File: src/rtl/cmd_write_consts.svh
// Constants for the single-wire EEPROM command decoder and write sequencer
//
// Contract
// Opcode A accesses main array
// Opcode B: secure region, upper part writable
// Opcode 2 permanently locks secure user part; code clears the lock on rst_i
// Four zones, opcode 7 sets read-only
// Opcode 1 freezes zone configuration forever; code clears the freeze on rst_i
// Opcode C returns identification data
// Opcode D standard speed; absent variant NACKs
// Opcode E high speed; always ACK there
// Master writes start, addr, data, stop
// Stop off byte boundary aborts write
// Busy: ignore commands, NACK short pulses
// Long low during programming terminates write
// ACK device byte, address, data byte
// Stop is null frame, line high
// Valid stop starts self-timed programming
// Master keeps line high whole cycle
// Page write up to eight bytes; code takes up to 32 (FIFO_DEPTH), address wrapping in the page
// Up to seven more bytes, each ACKed; code ACKs up to 31 more
// Only low three address bits increment
// No traffic while any device programs
// Abort by long low, limited corruption
// Address byte top bit ignored
// Opcode/select/direction layout; mismatch stays silent
// ACK pulls line low, NACK releases
// Return to idle after every transaction
`ifndef CMD_WRITE_CONSTS_SVH
`define CMD_WRITE_CONSTS_SVH

`define OP_EEPROM 4'hA
`define OP_SECURE 4'hB
`define OP_LOCK 4'h2
`define OP_ZONE 4'h7
`define OP_FREEZE 4'h1
`define OP_MAKER_ID 4'hC
`define OP_STD_SPEED 4'hD
`define OP_HIGH_SPEED 4'hE
`define LOCK_ADDR_KEY 4'h6
`define CLK_PERIOD_NS 5
`define WRITE_CYCLE_TIME_NS 5000000
`define DISCHARGE_INTERRUPT_TIME_NS 150000
`define FIFO_WIDTH 16
`define FIFO_DEPTH 32

`endif

File: src/rtl/cmd_write_pkg.sv
// Types shared by the command decoder
`default_nettype none
package cmd_write_pkg;
    typedef enum logic [2:0] {
        ST_IDLE = 3'b000,
        ST_DEV = 3'b001,
        ST_ADDR = 3'b010,
        ST_DATA = 3'b011,
        ST_WAIT = 3'b100,
        ST_PROG = 3'b101
    } cmd_state_t;
endpackage
`default_nettype wire

File: src/rtl/cmd_write.sv
// Command decoder and write sequencer for the single-wire EEPROM
`include "cmd_write_consts.svh"
`default_nettype none
module cmd_write
    import cmd_write_pkg::*;
#(
    parameter bit HAS_STD_SPEED = 1'b1,
    parameter int unsigned WR_CYCLES =
        `WRITE_CYCLE_TIME_NS / `CLK_PERIOD_NS,
    parameter int unsigned DSCHG_CYCLES =
        (`DISCHARGE_INTERRUPT_TIME_NS + `CLK_PERIOD_NS - 1) / `CLK_PERIOD_NS,
    parameter int FIFO_DEPTH = `FIFO_DEPTH
) (
    input wire logic clk_i,
    input wire logic rst_i,
    input wire logic [2:0] slave_select_i,
    input wire logic start_i,
    input wire logic bit_valid_i,
    input wire logic bit_i,
    input wire logic stop_i,
    input wire logic out_frame_i,
    input wire logic line_low_i,
    output logic sio_o,
    output logic sio_oe_o,
    output logic busy_o,
    output logic std_speed_o,
    output logic sec_locked_o,
    output logic zones_frozen_o,
    output logic [3:0] zone_ro_o,
    output logic prog_abort_o,
    output logic read_req_o,
    output logic [3:0] read_op_o,
    output logic [6:0] read_addr_o,
    output logic mem_valid_o,
    input wire logic mem_ready_i,
    output logic mem_region_o,
    output logic [6:0] mem_addr_o,
    output logic [7:0] mem_data_o
);
    typedef struct packed {
        cmd_state_t st;
        logic [2:0] bits;
        logic [6:0] shift;
        logic [3:0] op;
        logic rw;
        logic [6:0] addr;
        logic have_data;
        logic ack_armed;
        logic ack_val;
        logic std;
        logic locked;
        logic frozen;
        logic [3:0] zone_ro;
        logic [7:0] pend_data;
        logic [31:0] timer;
        logic [31:0] dsch;
        logic abort;
        logic rd_req;
    } core_state_t;

    core_state_t r_reg, r_next;
    logic byte_done;
    logic [7:0] byte_in;
    logic fifo_in_valid, fifo_in_ready, fifo_out_valid, fifo_out_ready;
    logic fifo_flush, data_ok;
    logic [`FIFO_WIDTH-1:0] fifo_out;

    function automatic logic op_known(input logic [3:0] op);
        unique case (op)
            `OP_EEPROM, `OP_SECURE, `OP_LOCK, `OP_ZONE, `OP_FREEZE,
            `OP_MAKER_ID, `OP_STD_SPEED, `OP_HIGH_SPEED: op_known = 1'b1;
            default: op_known = 1'b0;
        endcase
    endfunction

    // Whether a data byte may be taken, ignoring FIFO room
    function automatic logic may_write(input logic [3:0] op,
                                       input logic [6:0] addr,
                                       input core_state_t s);
        unique case (op)
            `OP_EEPROM: may_write = !s.zone_ro[addr[6:5]];
            `OP_SECURE: may_write = addr[4] && !s.locked;
            `OP_LOCK: may_write = !s.locked;
            `OP_ZONE, `OP_FREEZE: may_write = !s.frozen;
            default: may_write = 1'b0;
        endcase
    endfunction

    function automatic logic is_array_op(input logic [3:0] op);
        is_array_op = (op == `OP_EEPROM) || (op == `OP_SECURE);
    endfunction

    assign byte_done = bit_valid_i && (r_reg.bits == 3'h7);
    assign byte_in = {r_reg.shift, bit_i};
    assign data_ok = may_write(r_reg.op, r_reg.addr, r_reg) &&
        (!is_array_op(r_reg.op) || fifo_in_ready);
    assign fifo_in_valid = (r_reg.st == ST_DATA) && byte_done &&
        is_array_op(r_reg.op) && may_write(r_reg.op, r_reg.addr, r_reg);
    // Drop queued bytes on a start outside programming, a stop that starts no write, or aborted programming
    assign fifo_flush = (start_i && (r_reg.st != ST_PROG)) ||
        (r_reg.st == ST_PROG && r_reg.dsch == 32'(DSCHG_CYCLES - 1) &&
        line_low_i) ||
        (stop_i && r_reg.st != ST_PROG &&
        !(r_reg.st == ST_DATA && r_reg.bits == 3'h0 && r_reg.have_data));

    write_fifo #(
        .WIDTH(`FIFO_WIDTH),
        .DEPTH(FIFO_DEPTH)
    ) u_fifo (
        .clk_i(clk_i),
        .rst_i(rst_i),
        .flush_i(fifo_flush),
        .in_valid_i(fifo_in_valid),
        .in_ready_o(fifo_in_ready),
        .in_data_i({r_reg.op[0], r_reg.addr, byte_in}),
        .out_valid_o(fifo_out_valid),
        .out_ready_i(fifo_out_ready),
        .out_data_o(fifo_out)
    );

    // Bytes reach the array only inside the programming cycle
    assign mem_valid_o = fifo_out_valid && (r_reg.st == ST_PROG);
    assign fifo_out_ready = mem_ready_i && (r_reg.st == ST_PROG);
    assign mem_region_o = fifo_out[15];
    assign mem_addr_o = fifo_out[14:8];
    assign mem_data_o = fifo_out[7:0];

    assign sio_o = 1'b0;
    assign sio_oe_o = out_frame_i && r_reg.ack_armed && r_reg.ack_val;
    assign busy_o = r_reg.st == ST_PROG;
    assign std_speed_o = r_reg.std;
    assign sec_locked_o = r_reg.locked;
    assign zones_frozen_o = r_reg.frozen;
    assign zone_ro_o = r_reg.zone_ro;
    assign prog_abort_o = r_reg.abort;
    assign read_req_o = r_reg.rd_req;
    assign read_op_o = r_reg.op;
    assign read_addr_o = r_reg.addr;

    always_comb begin
        r_next = r_reg;
        r_next.rd_req = 1'b0;
        if (r_reg.st != ST_PROG) begin
            if (bit_valid_i) begin
                r_next.bits = r_reg.bits + 3'h1;
                r_next.shift = byte_in[6:0];
                r_next.ack_armed = 1'b0;
            end
            if (start_i) begin
                r_next.st = ST_DEV;
                r_next.bits = 3'h0;
                r_next.ack_armed = 1'b0;
                r_next.have_data = 1'b0;
                r_next.abort = 1'b0;
            end else if (stop_i) begin
                r_next.ack_armed = 1'b0;
                r_next.bits = 3'h0;
                if (r_reg.st == ST_DATA && r_reg.bits == 3'h0 &&
                    r_reg.have_data) begin
                    r_next.st = ST_PROG;
                    r_next.timer = '0;
                    r_next.dsch = '0;
                end else begin
                    r_next.st = ST_IDLE;
                end
            end else if (byte_done) begin
                r_next.ack_armed = 1'b1;
                r_next.ack_val = 1'b1;
                unique case (r_reg.st)
                    ST_DEV: begin
                        r_next.op = byte_in[7:4];
                        r_next.rw = byte_in[0];
                        r_next.st = ST_WAIT;
                        if (!op_known(byte_in[7:4]) ||
                            byte_in[3:1] != slave_select_i) begin
                            r_next.ack_armed = 1'b0;
                            r_next.st = ST_IDLE;
                        end else begin
                            unique case (byte_in[7:4])
                                `OP_EEPROM, `OP_SECURE, `OP_ZONE: begin
                                    if (!byte_in[0]) begin
                                        r_next.st = ST_ADDR;
                                    end else begin
                                        r_next.rd_req = 1'b1;
                                    end
                                end
                                `OP_LOCK, `OP_FREEZE: begin
                                    r_next.st = ST_ADDR;
                                end
                                `OP_MAKER_ID: begin
                                    r_next.rd_req = 1'b1;
                                end
                                `OP_STD_SPEED: begin
                                    if (!HAS_STD_SPEED) begin
                                        r_next.ack_val = 1'b0;
                                    end else if (byte_in[0]) begin
                                        r_next.ack_val = r_reg.std;
                                    end else begin
                                        r_next.std = 1'b1;
                                    end
                                end
                                default: begin
                                    if (byte_in[0]) begin
                                        r_next.ack_val = !r_reg.std;
                                    end else begin
                                        r_next.std = 1'b0;
                                    end
                                end
                            endcase
                        end
                    end
                    ST_ADDR: begin
                        r_next.addr = byte_in[6:0];
                        r_next.st = ST_DATA;
                        if (r_reg.op == `OP_LOCK) begin
                            r_next.ack_val = !r_reg.locked &&
                                byte_in[7:4] == `LOCK_ADDR_KEY;
                        end else if (r_reg.op == `OP_FREEZE ||
                                     r_reg.op == `OP_ZONE) begin
                            r_next.ack_val = !r_reg.frozen;
                        end
                        if (!r_next.ack_val) begin
                            r_next.st = ST_WAIT;
                        end
                    end
                    ST_DATA: begin
                        r_next.ack_val = data_ok;
                        if (data_ok) begin
                            r_next.have_data = 1'b1;
                            r_next.pend_data = byte_in;
                            if (is_array_op(r_reg.op)) begin
                                r_next.addr = {r_reg.addr[6:3],
                                    r_reg.addr[2:0] + 3'h1};
                            end
                        end else begin
                            r_next.st = ST_WAIT;
                        end
                    end
                    default: begin
                        r_next.ack_armed = 1'b0;
                    end
                endcase
            end
        end else begin
            // Commands ignored; unanswered frames read as NACK
            r_next.ack_armed = 1'b0;
            if (r_reg.timer != 32'(WR_CYCLES - 1)) begin
                r_next.timer = r_reg.timer + 32'h1;
            end
            if (line_low_i) begin
                r_next.dsch = r_reg.dsch + 32'h1;
            end else begin
                r_next.dsch = '0;
            end
            if (line_low_i && r_reg.dsch == 32'(DSCHG_CYCLES - 1)) begin
                r_next.st = ST_IDLE;
                r_next.abort = 1'b1;
            end else if (r_reg.timer == 32'(WR_CYCLES - 1) &&
                         !fifo_out_valid) begin
                r_next.st = ST_IDLE;
                unique case (r_reg.op)
                    `OP_LOCK: r_next.locked = 1'b1;
                    `OP_FREEZE: r_next.frozen = 1'b1;
                    `OP_ZONE: begin
                        if (r_reg.pend_data != 8'h00) begin
                            r_next.zone_ro[r_reg.addr[1:0]] = 1'b1;
                        end
                    end
                    default: begin
                    end
                endcase
            end
        end
    end

    always_ff @(posedge clk_i or posedge rst_i) begin
        if (rst_i) begin
            r_reg <= '0;
        end else begin
            r_reg <= r_next;
        end
    end
endmodule
`default_nettype wire

File: src/rtl/write_fifo.sv
// Write data FIFO with registered output word
`default_nettype none
module write_fifo #(
    parameter int WIDTH = 16,
    parameter int DEPTH = 32
) (
    input wire logic clk_i,
    input wire logic rst_i,
    input wire logic flush_i,
    input wire logic in_valid_i,
    output logic in_ready_o,
    input wire logic [WIDTH-1:0] in_data_i,
    output logic out_valid_o,
    input wire logic out_ready_i,
    output logic [WIDTH-1:0] out_data_o
);
    localparam int AW = $clog2(DEPTH);
    typedef struct packed {
        logic [DEPTH-1:0][WIDTH-1:0] mem;
        logic [AW-1:0] wr_ptr;
        logic [AW-1:0] rd_ptr;
        logic [AW:0] count;
        logic out_valid;
        logic [WIDTH-1:0] out_data;
    } fifo_state_t;
    fifo_state_t r_reg, r_next;
    logic push, pop, load;

    // Output register counts as one of the DEPTH words
    assign in_ready_o =
        (r_reg.count + (AW+1)'(r_reg.out_valid)) != (AW+1)'(DEPTH);
    assign out_valid_o = r_reg.out_valid;
    assign out_data_o = r_reg.out_data;

    always_comb begin
        r_next = r_reg;
        push = in_valid_i && in_ready_o;
        pop = r_reg.out_valid && out_ready_i;
        load = (r_reg.count != '0) && (!r_reg.out_valid || pop);
        if (pop) begin
            r_next.out_valid = 1'b0;
        end
        if (load) begin
            r_next.out_data = r_reg.mem[r_reg.rd_ptr];
            r_next.out_valid = 1'b1;
            r_next.rd_ptr = r_reg.rd_ptr + 1'b1;
        end
        if (push) begin
            r_next.mem[r_reg.wr_ptr] = in_data_i;
            r_next.wr_ptr = r_reg.wr_ptr + 1'b1;
        end
        r_next.count = r_reg.count + (AW+1)'(push) - (AW+1)'(load);
        if (flush_i) begin
            r_next.wr_ptr = '0;
            r_next.rd_ptr = '0;
            r_next.count = '0;
            r_next.out_valid = 1'b0;
        end
    end

    always_ff @(posedge clk_i or posedge rst_i) begin
        if (rst_i) begin
            r_reg <= '0;
        end else begin
            r_reg <= r_next;
        end
    end
endmodule
`default_nettype wire

File: config.mk
export PLATFORM = sky130hd
export DESIGN_NAME = cmd_write
export DESIGN_NICKNAME = d
export VERILOG_FILES = /design/src/rtl/cmd_write_pkg.sv /design/src/rtl/cmd_write.sv /design/src/rtl/write_fifo.sv
export VERILOG_INCLUDE_DIRS = /design/src /design/src/rtl
export SDC_FILE = /design/constraint.sdc
export NUM_CORES = 1
export LEC_CHECK = 0
export ABC_AREA = 1
export BUFFER_PORTS_ARGS = -buffer_cell sky130_fd_sc_hd__buf_2
export CAP_MARGIN = 20
export CORE_UTILIZATION = 25
export CTS_BUF_LIST = sky130_fd_sc_hd__clkbuf_2 sky130_fd_sc_hd__clkbuf_4 sky130_fd_sc_hd__clkbuf_8
export DETAILED_ROUTE_END_ITERATION = 12
export GPL_ROUTABILITY_DRIVEN = 0
export PLACE_DENSITY = 0.46
export REMOVE_ABC_BUFFERS = 1
export SKIP_CTS_REPAIR_TIMING = 1
export SYNTH_ARGS = -nofsm -noshare
export SYNTH_HDL_FRONTEND = slang
export SYNTH_SLANG_ARGS = --single-unit
File: constraint.sdc
create_clock -name clk_i -period 23.3 [get_ports clk_i]
set_input_delay 4.66 -clock clk_i [delete_from_list [all_inputs] [get_ports clk_i]]
set_output_delay 4.66 -clock clk_i [all_outputs]
set_load 0.005 [all_outputs]
==> results of run 1 <==
[cell families after synthesis]
family | after synthesis | synth area share, %
and+or+nand+nor | 1859 | 23.9
AOI/OAI and AO/OA | 934 | 15.6
DFF | 653 | 51.3
buffers and inverters | 510 | 7.03
adders and majority gates | 33 | 1.32
xor gates and xnor gates | 31 | 0.853
other | 1 | 0.0118
[report_power, final]
| part | switching (mW) | internal (mW) |
|---|---|---|
| clock network | 0.505 | 0.643 |
| registers | 0.0226 | 1.15 |
| logic | 0.0974 | 0.0332 |
| total | 0.625 | 1.83 |
[cell usage after synthesis (all sizes together)]
cell type / number / share of area (%)
conb: 1 / 0.012
nor3b: 2 / 0.047
a21boi: 1 / 0.024
o211ai: 38 / 0.90
o221ai: 28 / 0.77
nand3: 237 / 4.1
o21ai: 757 / 12
o31ai: 3 / 0.071
nor2: 395 / 4.7
xnor2: 7 / 0.19
ha: 32 / 1.3
a21oi: 51 / 0.80
inv: 195 / 2.3
nand2: 1139 / 13
and3: 1 / 0.020
or3: 1 / 0.020
o22ai: 49 / 0.96
dfrtp: 653 / 51
clkinv: 4 / 0.047
nor4: 2 / 0.039
xor2: 24 / 0.66
nand4: 23 / 0.45
nor3: 44 / 0.69
or2: 4 / 0.079
a31oi: 1 / 0.020
o21bai: 5 / 0.12
o32ai: 1 / 0.028
clkbuf: 209 / 2.5
buf: 102 / 2.2
fa: 1 / 0.063
nand3b: 11 / 0.26
[through the flow]
| step | setup WS (ns) | util (%) | instances | power [mW] | instance area, µm² |
|---|---|---|---|---|---|
| floorplan | 0.342 | - | 3710 | 1.28 | 30300 |
| CTS | 13.62 | 28.3 | 5676 | 2.50 | 35700 |
| global placement | 13.62 | 26.3 | 5469 | 1.33 | 33200 |
| detailed placement | 13.62 | 26.3 | 5470 | 1.33 | 33200 |
| finish | 13.62 | 28.3 | 5680 | 2.45 | 35700 |
| global route | 13.60 | 28.3 | 5680 | 2.56 | 35700 |
[routing by layer]
| layer | global-route usage, % | routed length [µm] | share of wire (%) | vias to the layer above |
|---|---|---|---|---|
| li1 | - | - | - | 13000 |
| met1 | 22.7 | 50400 | 49 | 13000 |
| met2 | 24.7 | 46000 | 45 | 515 |
| met3 | 2.39 | 4330 | 4.2 | 138 |
| met4 | 4.01 | 2100 | 2.0 | 2 |
| met5 | 0 | 8 | 0.0078 | - |
[worst max-delay path, stage by stage]
cell    delay, ns
buf_2        0.09
and3_1       0.15
buf_2        0.12
[cell usage in the layout (no fill, tap or decap), types with 24 or more instances in the layout]
cell type	netlist	layout
ha_1	32	32
o221ai_1	28	28
nand2_1	1137	1137
nand3_1	225	225
o21ai_0	616	616
o22ai_1	49	49
nor2_1	394	391
nor3_1	44	44
xor2_1	24	24
o21ai_1	141	141
clkbuf_8	0	145
o211ai_1	38	38
inv_1	192	188
clkbuf_4	0	47
buf_4	37	57
dfrtp_1	653	648
a21oi_1	51	51
buf_2	33	50
[area by class of cell]
cell class / instances / area (µm²) / share of cell area (%)
Antenna cell: 1 / 2.50 / 0.00701
Clock buffer: 192 / 2350 / 6.58
Clock inverter: 14 / 125 / 0.350
Inverter: 199 / 763 / 2.14
Multi-Input combinational cell: 2858 / 13300 / 37.2
Sequential cell: 653 / 16400 / 45.8
Tap cell: 1650 / 2060 / 5.78
Timing Repair Buffer: 113 / 778 / 2.18
[final timing paths]
path | startpoint | to | slack, ns
max | out_frame_i | sio_oe_o | 13.62
min | u_fifo.out_data_o[6] | u_fifo.out_data_o[6] | 0.47
max reg2reg | u_fifo.r_reg[23] | u_fifo.out_data_o[6] | 19.00
min reg2reg | u_fifo.out_data_o[6] | u_fifo.out_data_o[6] | 0.47
max in group asynchronous | rst_i | u_fifo.r_reg[135] | 16.84
min in group asynchronous | rst_i | r_reg[6] | 4.05
==> reports/qor.yml, run 1 <==
leakagePower_nw: 16.5
cts_sinks: 653
min_path_cells: 2
rows: 130
io_buffers: 50
rsz0062_at_grt: "false"
cts_buffer_depth: 3
r2r_cells: 9
syn_inst: 4021
firstDrtPassIters: 6
hold_ws_ns: 0.474
outcome: "finished, final reports clean"
worstSetupPathType: "input pin to output pin"
drv_slew: 0
hold_viol: 0
grt_usage_pct: 15.8
drive_above_1_share_pct: 8.74
insertion_delay_ns: 0.81
ant_nets: 0
slew_headroom_pct: 32.6
crit_fanout: 1
dr.first_iter.drc_count: 2213
worstMarginPinSlew_ns: 1.01
antenna_found_initial: 4
cellPowerDensity_nw_per_um2: 68.8
fmax_ghz: 0.103
finalCriticalPeriod_ns: 9.68
tritoncts: "done"
largest_reg_flops: 528
vias: 26700
io_pins: 52
grt_pass1_wl_um: 159000
clkTransAtPathRegs_ns: 0.06
grt_max_degree: 153
drv_cap: 0
min_path_type: "flop to flop"
ir_drop_mv: 0.0401
yosysSeqAreaShare_pct: 51.3
arrival_ns: 5.02
syn_area_um2: 31800
dp.final_hpwl_um: 61000
root_buffer: "clkbuf_8"
skew_ns: 0.0669
synth_area_per_cell_um2: 7.92
nFillCells: 13800
drt_wl_total_um: 103000
htreeDepth: 3
fin_crit_sh_pct: 41.5
finalNetCount: 3985
ys_types: 42
die_w_um: 359
yosysWarnings: 0
viasPerCell: 4.69
cp-start-kind: "input pin"
setup_viol: 0
dieArea_um2: 129000
core_um2: 126000
detail_route.wl_per_cell_um: 18.1
start_util_pct: 25.3
synth-seq-cells: 653
die_h_um: 359
overflow: 0
fin_setup_tns_ns: 0
cp-end-kind: "output pin"
cts_buffers: 115
remaining_drc_errors: 0
required_ns: 18.64
area_growth_pct: 12.1
grt_pass1_vias: 25400
Power figures use the tool's default switching activity.
==> run 2, diff against run 1 <==
Settings changed: ABC_AREA 1 to 0.
Clock period 23.3 ns to 8.9 ns, I/O delays scaled along.
==> reports/qor.yml, run 2 <==
grt_pass1_vias: 20500  # -20%
root_buffer: "clkbuf_8"
grt_pass1_wl_um: 127000  # -20%
ir_drop_mv: 0.152  # +280%
io_buffers: 50  # unchanged
dieArea_um2: 127000  # -1.1%
synth_top_area_share_pct: 51.9  # +0.57 points
crit_fanout: 11  # +10
yosys.area.top_type: "dfrtp_1"
fmax_ghz: 0.236
cts_buffer_depth: 3  # unchanged
required_ns: 7.12  # -11.52 ns
layout_commonest_cell: "dfrtp_1"
vias: 18600  # -30%
arrival_ns: 2.46  # -2.56 ns
leakagePower_nw: 16.3  # -1.0%
synthArstFlopShare_pct: 100  # unchanged
area_growth_pct: 13.0
regArea_um2: 16400  # unchanged
insertion_delay_ns: 0.77  # -0.04 ns
multi_input_area_um2: 13900  # +5.0%
drv_slew: 0  # unchanged
slew_headroom_pct: 20.3  # -12 points
largest_reg_flops: 528  # unchanged
syn_area_um2: 31500  # -1.1%
ff2ff_setup_slack_ns: 4.78  # -14.22 ns
yosys-top-cells-count: "653 x dfrtp_1, 526 x mux2_2, 161 x mux4_2"
grt_usage_pct: 13.1  # -2.7 points
yosysSeqAreaShare_pct: 51.9  # +0.57 points
synth-seq-cells: 653  # unchanged
r2r_cells: 8  # -1
synth_area_leaders: "dfrtp_1 52%, mux2_2 19%, mux4_2 12%"
detail_route.wl_per_cell_um: 20.9  # +16%
cp-end-kind: "output pin"
drv_cap: 0  # unchanged
remaining_drc_errors: 0  # unchanged
syn_inst: 2201  # -45%
fin_area_um2: 35600  # -0.29%
io_pins: 52  # unchanged
grt_max_degree: 184  # +20%
cts_buffers: 112  # -2.6%
synth_edf_count: 0  # unchanged
synth_flop_cell: "dfrtp_1"
layout_common_cells: "648 x dfrtp_1, 526 x mux2_2, 161 x mux4_2"
start_util_pct: 25.3  # +0.078 points
tritoncts: "done"
viasPerCell: 4.71  # +0.46%
yosysWarnings: 0  # unchanged
ant_nets: 0  # unchanged
min_path_type: "flop to flop"
postPlaceCellArea_um2: 33100  # -0.22%
finalNetCount: 2264  # -43%
die_w_um: 357  # -0.55%
hold_ws_ns: 0.483  # +0.00963 ns
rsz0062_at_grt: "false"
drive_above_1_share_pct: 45.2  # +36 points
dr.first_iter.drc_count: 983  # -56%
core_um2: 124000  # -1.4%
clkTransAtPathRegs_ns: 0.06  # about the same
ys_types: 69  # +64%
drt_wl_total_um: 82300  # -20%
firstDrtPassIters: 5  # -1
worstMarginPinSlew_ns: 1.19  # +0.187 ns
antenna_found_initial: 3  # -1
cts_sinks: 653  # unchanged
synth_most_common_cell: "dfrtp_1"
overflow: 0  # unchanged
hold_viol: 0  # unchanged
r2r-start: "u_fifo.out_valid_o"
cp-start-kind: "flop"
nFillCells: 12500  # -9.5%
die_h_um: 357  # -0.55%
hp-start: "u_fifo.r_reg[279]"
fin_crit_sh_pct: 47.7
setup_viol: 0  # unchanged
skew_ns: 0.0803  # +0.0133 ns
outcome: "finished, final reports clean"
worstSetupPathType: "flop to output pin"
rows: 129  # -0.77%
cellPowerDensity_nw_per_um2: 198  # +190%
htreeDepth: 3  # unchanged
power.total_mw: 7.06  # +190%
synth_area_per_cell_um2: 14.3  # +81%
hold_end: "u_fifo.r_reg[279]"
timing.rr.end: "u_fifo.r_reg[383]"
finalCriticalPeriod_ns: 4.24
dp.final_hpwl_um: 49500  # -19%
min_path_cells: 1  # -1
## run 2: area by class of cell
class,count,area share [%]
diodes,2,0.0141
clock buffers,178,6.13
clock inverters,14,0.552
inverters,28,0.316
multi-input cells,1318,39.1
flip-flops and latches,653,45.9
well taps,1637,5.75
repair buffers,106,2.17
## run 2: kinds of logic after synthesis
group                      Yosys count  share of synthesized area [%]
AOI/OAI and AO/OA                  163                           3.19
buffers and inverters              230                           4.00
xor gates and xnor gates            52                           1.45
adders and majority gates           33                           1.34
DFF                                653                           51.9
and+or+nand+nor                    354                           6.87
muxes                              715                           31.3
other                                1                         0.0119
## run 2: metal layers
metal  wire (µm)  vias to the layer above  global-route usage, %
met5           0                        -                      0
met4        2920                        0                   5.50
met3        2790                      151                   2.01
met2       40600                      333                   22.0
met1       36000                     9943                   16.8
li1            -                     8128                      -
## run 2: how the worst max path moves through the flow
stage,from,end,cells after the start
final,r_reg[106],mem_valid_o,4
after detailed placement,bit_valid_i,u_fifo.r_reg[140],5
after global placement,bit_valid_i,u_fifo.r_reg[100],5
after global routing,r_reg[106],mem_valid_o,4
after CTS,r_reg[106],mem_valid_o,4
after floorplan,rst_i,byte_in[1],1
## run 2: report_power, final
part	internal, mW	switching [mW]	leakage [nW]	total, mW
combinational	0.375	0.607	6.10	0.982
sequential	3.05	0.141	8.97	3.19
clock	1.64	1.25	1.27	2.88
total	5.06	1.99	16.3	7.06
## run 2: per-stage QoR
step / setup TNS, ns / setup slack [ns] / std cells / util [%]
after detailed placement: 0 / 4.29 / 3736 / 26.6
final: 0 / 4.66 / 3936 / 28.6
after global placement: 0 / 4.37 / 3736 / 26.6
after floorplan: -7298.97 / -11.18 / 1999 / -
after global routing: 0 / 4.46 / 3935 / 28.6
after CTS: 0 / 4.56 / 3928 / 28.6
## run 2: worst max-delay path, cell delays in order, from the launching register on
cell and delay, ns:
dfrtp_1 0.55, nand3b_1 0.43, inv_1 0.47, and2_1 0.18, buf_2 0.10
